### src/itmr_pkg.sv
// package of constants for the 32-bit interval timer
package itmr_pkg;
	// register word offsets
	localparam logic [2:0] OFS_CONTROL  = 3'h0;
	localparam logic [2:0] OFS_STATUS   = 3'h1;
	localparam logic [2:0] OFS_PERIODLO = 3'h2;
	localparam logic [2:0] OFS_PERIODHI = 3'h3;
	localparam logic [2:0] OFS_SNAPLO   = 3'h4;
	localparam logic [2:0] OFS_SNAPHI   = 3'h5;
	// control field positions
	localparam int CTL_IRQEN = 0;
	localparam int CTL_CONT  = 1;
	localparam int CTL_START = 2;
	localparam int CTL_STOP  = 3;
	// status field positions
	localparam int STS_ZERO  = 0;
	localparam int STS_RUN   = 1;
	// reset values
	localparam logic [15:0] CONTROL_RESET = 16'h0000;
	localparam logic [31:0] SNAP_RESET    = 32'h0000_0000;
	// timing: clock period and default timeout
	localparam int  CLK_PERIOD_PS   = 10000;
	localparam longint TIMEOUT_US   = 1;
	// smallest cycle count not shorter than the timeout
	localparam longint TIMEOUT_CYCLES =
		(TIMEOUT_US * 1000000 + CLK_PERIOD_PS - 1) / CLK_PERIOD_PS;
	// reload value is one less than the cycle count
	localparam logic [31:0] PERIOD_RESET = 32'(TIMEOUT_CYCLES - 1);
endpackage

### src/itmr_interval_timer.sv
// 32-bit interval down-counter with six 16-bit registers
`timescale 1ns/1ps
// Behaviour
// six 16-bit registers on the slave port
// fixed period build drops the period registers
// control writes start and stop the counter
// control holds irq enable and one-shot or continuous mode
// status shows running and zero-reached
// master writes low and high period halves forming the reload
// count down each clock, reload at zero without idle cycle
// any snapshot write latches full 32-bit count coherently
// irq asserted on zero while irq enable set
// optional pulse output high one cycle per zero
// watchdog zero pulses unmaskable reset request
// build timeout is reset value of both period halves
// without writable period the period stays the build value
// one count step per system clock
// timeout converted to smallest cycle count not shorter
// watchdog leaves reset stopped, start only, never stops
// watchdog period write reloads count, data ignored
// without start/stop bits counter runs from reset
// offsets and bit positions defined in package
// reset loads counter with period value
module itmr_interval_timer #(
	parameter bit          WRITABLE_PERIOD = 1'b1,
	parameter bit          READABLE_SNAP   = 1'b1,
	parameter bit          START_STOP      = 1'b1,
	parameter bit          PULSE_ENABLE    = 1'b1,
	parameter bit          WATCHDOG        = 1'b0,
	parameter logic [31:0] PERIOD_INIT     = itmr_pkg::PERIOD_RESET
) (
	input  wire logic        sys_clk,
	input  wire logic        reset,
	input  wire logic [2:0]  address,
	input  wire logic        write,
	input  wire logic        read,
	input  wire logic [15:0] writeData,
	output logic      [15:0] readData,
	output logic             irq,
	output logic             timeoutPulse,
	output logic             resetRequest
);
	// ----------------------------------------
	// decode
	// ----------------------------------------
	logic        wrCtl;
	logic        wrPerLo;
	logic        wrPerHi;
	logic        wrSnap;
	logic        hasStart;
	logic        hasStop;
	logic        hasPeriod;
	logic [15:0] perLo;
	logic [15:0] perHi;
	logic [31:0] period;
	logic [31:0] count_reg;
	logic [31:0] count_next;
	logic [31:0] snap_reg;
	logic        run_reg;
	logic        zero_reg;
	logic        irqEn_reg;
	logic        cont_reg;
	logic        hitZero;
	logic        restart;

	assign wrCtl   = write && address == itmr_pkg::OFS_CONTROL;
	assign wrPerLo = write && address == itmr_pkg::OFS_PERIODLO;
	assign wrPerHi = write && address == itmr_pkg::OFS_PERIODHI;
	assign wrSnap  = write && READABLE_SNAP &&
		(address == itmr_pkg::OFS_SNAPLO || address == itmr_pkg::OFS_SNAPHI);
	assign hasStart = START_STOP || WATCHDOG;
	assign hasStop  = START_STOP && !WATCHDOG;
	assign hasPeriod = WRITABLE_PERIOD && !WATCHDOG;

	// ----------------------------------------
	// period registers
	// ----------------------------------------
	generate
		if (WRITABLE_PERIOD && !WATCHDOG) begin : g_period
			itmr_half_reg #(
				.RESET_VALUE (PERIOD_INIT[15:0])
			) uPerLo (
				.sys_clk (sys_clk),
				.reset   (reset),
				.load    (wrPerLo),
				.dataIn  (writeData),
				.dataOut (perLo)
			);
			itmr_half_reg #(
				.RESET_VALUE (PERIOD_INIT[31:16])
			) uPerHi (
				.sys_clk (sys_clk),
				.reset   (reset),
				.load    (wrPerHi),
				.dataIn  (writeData),
				.dataOut (perHi)
			);
		end else begin : g_fixed
			// no storage at all here, just the build constant
			assign perLo = PERIOD_INIT[15:0];
			assign perHi = PERIOD_INIT[31:16];
		end
	endgenerate
	assign period = {perHi, perLo};

	// ----------------------------------------
	// control
	// ----------------------------------------
	always_ff @(posedge sys_clk or posedge reset) begin
		if (reset) begin
			irqEn_reg <= itmr_pkg::CONTROL_RESET[itmr_pkg::CTL_IRQEN];
			cont_reg  <= itmr_pkg::CONTROL_RESET[itmr_pkg::CTL_CONT];
		end else if (wrCtl) begin
			irqEn_reg <= writeData[itmr_pkg::CTL_IRQEN];
			cont_reg  <= writeData[itmr_pkg::CTL_CONT];
		end
	end

	// run flag: free-running builds start at reset release
	always_ff @(posedge sys_clk or posedge reset) begin
		if (reset) begin
			run_reg <= 1'b0;
		end else if (!hasStart) begin
			run_reg <= 1'b1;
		end else if (wrCtl && writeData[itmr_pkg::CTL_START]) begin
			run_reg <= 1'b1;
		end else if (wrCtl && hasStop && writeData[itmr_pkg::CTL_STOP]) begin
			run_reg <= 1'b0;
		end else if (hitZero && !cont_reg && !WATCHDOG) begin
			run_reg <= 1'b0;
		end
	end

	// ----------------------------------------
	// counter
	// ----------------------------------------
	assign hitZero = run_reg && count_reg == 32'h0000_0000;
	assign restart = WATCHDOG && (wrPerLo || wrPerHi);

	always_comb begin
		count_next = count_reg;
		if (restart || hitZero) begin
			count_next = period;
		end else if (run_reg) begin
			count_next = count_reg - 32'h0000_0001;
		end
	end

	always_ff @(posedge sys_clk or posedge reset) begin
		if (reset) begin
			count_reg <= PERIOD_INIT;
		end else begin
			count_reg <= count_next;
		end
	end

	// ----------------------------------------
	// snapshot and status
	// ----------------------------------------
	always_ff @(posedge sys_clk or posedge reset) begin
		if (reset) begin
			snap_reg <= itmr_pkg::SNAP_RESET;
		end else if (wrSnap) begin
			snap_reg <= count_reg;
		end
	end

	// zero flag is sticky; a new zero wins over a status write clearing it
	always_ff @(posedge sys_clk or posedge reset) begin
		if (reset) begin
			zero_reg <= 1'b0;
		end else if (hitZero) begin
			zero_reg <= 1'b1;
		end else if (write && address == itmr_pkg::OFS_STATUS) begin
			zero_reg <= 1'b0;
		end
	end

	// ----------------------------------------
	// read data and outputs
	// ----------------------------------------
	always_ff @(posedge sys_clk or posedge reset) begin
		if (reset) begin
			readData <= 16'h0000;
		end else if (read) begin
			unique case (address)
				itmr_pkg::OFS_CONTROL:
					readData <= {14'h0000, cont_reg, irqEn_reg};
				itmr_pkg::OFS_STATUS:
					readData <= {14'h0000, run_reg, zero_reg};
				itmr_pkg::OFS_PERIODLO:
					readData <= hasPeriod ? perLo : 16'h0000;
				itmr_pkg::OFS_PERIODHI:
					readData <= hasPeriod ? perHi : 16'h0000;
				itmr_pkg::OFS_SNAPLO:
					readData <= READABLE_SNAP ? snap_reg[15:0] : 16'h0000;
				itmr_pkg::OFS_SNAPHI:
					readData <= READABLE_SNAP ? snap_reg[31:16] : 16'h0000;
				default:
					readData <= 16'h0000;
			endcase
		end
	end

	// irq holds until the zero flag is cleared or irq is disabled
	always_ff @(posedge sys_clk or posedge reset) begin
		if (reset) begin
			irq <= 1'b0;
		end else begin
			irq <= irqEn_reg && (zero_reg || hitZero);
		end
	end

	always_ff @(posedge sys_clk or posedge reset) begin
		if (reset) begin
			timeoutPulse <= 1'b0;
			resetRequest <= 1'b0;
		end else begin
			timeoutPulse <= PULSE_ENABLE && hitZero;
			resetRequest <= WATCHDOG && hitZero;
		end
	end
endmodule

### src/itmr_half_reg.sv
// one 16-bit register half with load and reset value
`timescale 1ns/1ps
module itmr_half_reg #(
	parameter logic [15:0] RESET_VALUE = 16'h0000
) (
	input  wire logic        sys_clk,
	input  wire logic        reset,
	input  wire logic        load,
	input  wire logic [15:0] dataIn,
	output logic      [15:0] dataOut
);
	always_ff @(posedge sys_clk or posedge reset) begin
		if (reset) begin
			dataOut <= RESET_VALUE;
		end else if (load) begin
			dataOut <= dataIn;
		end
	end
endmodule

### config.mk
export PLATFORM = sky130hd
export DESIGN_NAME = itmr_interval_timer
export DESIGN_NICKNAME = d
export VERILOG_FILES = /design/src/itmr_pkg.sv /design/src/itmr_interval_timer.sv /design/src/itmr_half_reg.sv
export SDC_FILE = /design/constraint.sdc
export NUM_CORES = 1
export LEC_CHECK = 0
export ABC_AREA = 1
export BUFFER_PORTS_ARGS = -buffer_cell sky130_fd_sc_hd__buf_4
export CORE_ASPECT_RATIO = 1.75
export CORE_MARGIN = 2
export CORE_UTILIZATION = 50
export CTS_CLUSTER_SIZE = 40
export DETAILED_ROUTE_END_ITERATION = 8
export PLACE_DENSITY = 0.68
export SLEW_MARGIN = 25
export SYNTH_ARGS = -nofsm -noshare
export SYNTH_HDL_FRONTEND = slang
export SYNTH_SLANG_ARGS = --single-unit
### constraint.sdc
create_clock -name sys_clk -period 6.3 [get_ports sys_clk]
set_clock_uncertainty 0.2 [all_clocks]
set_input_delay 0.315 -clock sys_clk [delete_from_list [all_inputs] [get_ports sys_clk]]
set_output_delay 0.315 -clock sys_clk [all_outputs]
set_load 0.02 [all_outputs]
==> flow_summary.json <==
{
  "status": "completed",
  "ys_seq_area_share_pct": 47.2,
  "synth_ff_type": "dfrtp_1",
  "fin_area_um2": 7450,
  "start_util_pct": 50.8,
  "grt.overflow.total": 0,
  "max_cap_violations": 0,
  "worstPathCellList": "buf_4 > nand3_2 > nor2_8 > nand4_4 > or2_1 > nand2_1 > nand2_1",
  "vias": 5734,
  "track_usage_pct": 28.4,
  "drt_iter0_markers": 469,
  "viasPerCell": 5.41,
  "ctsResizeCount": 0,
  "cts_buffer_depth": 2,
  "drive_gt1_share_pct": 14.4,
  "numCtsBuffers": 17,
  "cp_max_fo": 40,
  "cts_sinks": 118,
  "avgSynthCellArea_um2": 7.57,
  "port_buffers": 40,
  "place_congestion": 0.916,
  "max_stage_delay_ns": 0.43,
  "tns_ns": 0,
  "layout.nets": 902,
  "power.static_leakage_nw": 3.71,
  "grt_max_degree": 81,
  "p_comb_share_pct": 37.2,
  "grt_antenna_before_repair": 0,
  "htreeDepth": 4,
  "firstDrtPassIters": 7,
  "pwr-share-clk_pct": 28.7,
  "postRouteAntennaNets": 0,
  "yosys_warnings": 0,
  "crit_type": "reg2reg",
  "yosysTopAreaCellShare_pct": 43.8,
  "drc": 0,
  "insertion_delay_ns": 0.42,
  "die_h_um": 152,
  "hold_slack_ns": 0.0438,
  "slew_viol_final": 0,
  "root_buffer": "clkbuf_16",
  "yosys_register_bits": 118,
  "diodes": 0,
  "synth_nets": 854,
  "wire_per_inst_um": 16.8,
  "cts_tree": "yes",
  "power_density_nw_per_um2": 478,
  "num_rows": 54,
  "pin_count": 42,
  "slowest_stage": "nand4_4",
  "end_kind": "flop",
  "cp_common_cell": "nand2_1",
  "synth-async-reset-ratio_pct": 100,
  "dp_hpwl_um": 12700,
  "hold_viol": 0,
  "die-area_um2": 13500,
  "placed_cell_area_um2": 6660,
  "worstPathRequired_ns": 6.40,
  "p_seq_share_pct": 34.2,
  "ir_drop_v": 0.000265,
  "synth_area_leaders": "dfrtp_1, nand2_1, nand3_1, inv_1, o21ai_0",
  "hold_path_class": "in2reg",
  "rsz0062_at_grt": "false",
  "tightest_slew_ns": 0.996,
  "syn_to_final_growth_pct": 18.5,
  "switching_power_w": 0.00152,
  "synth_cell_type_count": 37,
  "period_minus_slack_ns": 2.41,
  "die_x_um": 88.7,
  "wl_um": 17800,
  "fmax_ghz": 0.415,
  "synth_area_um2": 6280,
  "clkTransAtPathRegs_ns": 0.06,
  "yosys.area.top_type": "dfrtp_1",
  "grt_pass1_wl_um": 29200,
  "switching_share_pct": 42.8,
  "p_int_w": 0.00204,
  "utilization_pct": 60.2,
  "timing.final.crit_share_pct": 38.3,
  "synth-edff-count": 0,
  "grt_pass1_vias": 5618,
  "arrival_ns": 2.52,
  "synth_cells": 830,
  "core_um2": 12400,
  "start_kind": "flop",
  "finalSetupViolCount": 0,
  "max_slew_margin_pct": 33.4
}
metrics by stage:
step	total power, W	cells	setup slack, ns
after floorplan	0.00213	830	2.67
after global placement	0.00249	1010	3.85
after detailed placement	0.00252	1010	3.77
after CTS	0.00356	1059	3.91
after global routing	0.00378	1059	3.72
final	0.00356	1059	3.89
cells in the mapped netlist, types with 8 or more instances:
cell	n
buf_2	12
clkbuf_1	12
dfrtp_1	110
dfstp_2	8
inv_1	70
nand2_1	309
nand3_1	60
nand3b_1	16
nand4_1	15
nor2_1	52
nor2_2	12
o21ai_0	49
o21ai_1	44
what timing repair did:
item / in CTS / in global routing
hold buffers: 17 / 0
hold endpoints to repair: 68 / 0
buffers inserted: 0 / 0
setup endpoints to repair: 0 / 0
cells by family after synthesis:
family | synth area share (%)
AND/OR/NAND/NOR | 35.4
flip-flops | 47.2
buffers and inverters | 7.35
AO/OA/AOI/OAI | 8.94
XOR/XNOR | 0.697
adder cells (fa/ha/maj) | 0.199
other | 0.0597
multiplexers | 0.179
per-layer routing:
metal  vias up  global-route usage, %  wire length [µm]  part of all wire (%)
li1       2759                      -                 -                     -
met1      2720                   38.2              7470                    42
met2       212                   44.3              8870                    50
met3        43                   5.09               867                   4.9
met4         0                   12.4               594                   3.3
met5         -                      0                 0                     0
power by group through the flow:
stage	Sequential (W)	Combinational (W)	Clock, W
5_1_grt	0.00124	0.00148	0.00107
3_3_place_gp	0.00121	0.00128	0
4_1_cts	0.00121	0.00132	0.00103
6_report	0.00122	0.00132	0.00102
3_5_place_dp	0.00121	0.00131	0
2_1_floorplan	0.00116	0.000967	0
placed cells by master (no fill, tap or decap), drive strengths merged:
cell	netlist	final
o2111ai	5	5
bufinv	0	3
a21oi	5	5
nand4	16	16
or2	2	2
buf	19	43
dfrtp	110	110
o21ai	93	93
nand3	62	62
clkinv	2	9
xor2	5	5
dfstp	8	8
dlygate4sd3	0	17
nor2	73	73
conb	1	1
o22ai	2	2
nor3	3	3
o31ai	1	1
nand3b	16	16
inv	77	80
ha	1	1
a21boi	1	1
nand2	315	315
clkinvlp	0	1
clkbuf	12	18
mux2	1	1
area by class of cell:
class                   instances  area [µm²]
repair buffers                 60         497
inverters                      79         299
clock buffers                  18         439
clock inverters                14         174
well taps                     168         210
fillers                      1089        4920
flip-flops and latches        118        2960
multi-input cells             602        2870
final timing paths:
path / from / to / slack [ns] / cells after the start
min reg2reg: readData[8] / readData[8] / 0.28 / 2
max reg2reg: run_reg / count_reg[12] / 3.89 / 7
max: run_reg / count_reg[12] / 3.89 / 7
max in group asynchronous: reset / count_reg[16] / 4.50 / 4
min: write / zero_reg / 0.04 / 4
min in group asynchronous: reset / g_period.uPerHi.dataOut[9] / 0.29 / 3
worst max-delay path: cells and delay by family (launching register included):
family	cells	cell delay [ns]
buffers and inverters	1	0.38
flip-flops	1	0.32
AND/OR/NAND/NOR	6	1.37
(Power assumes the default switching activity.)
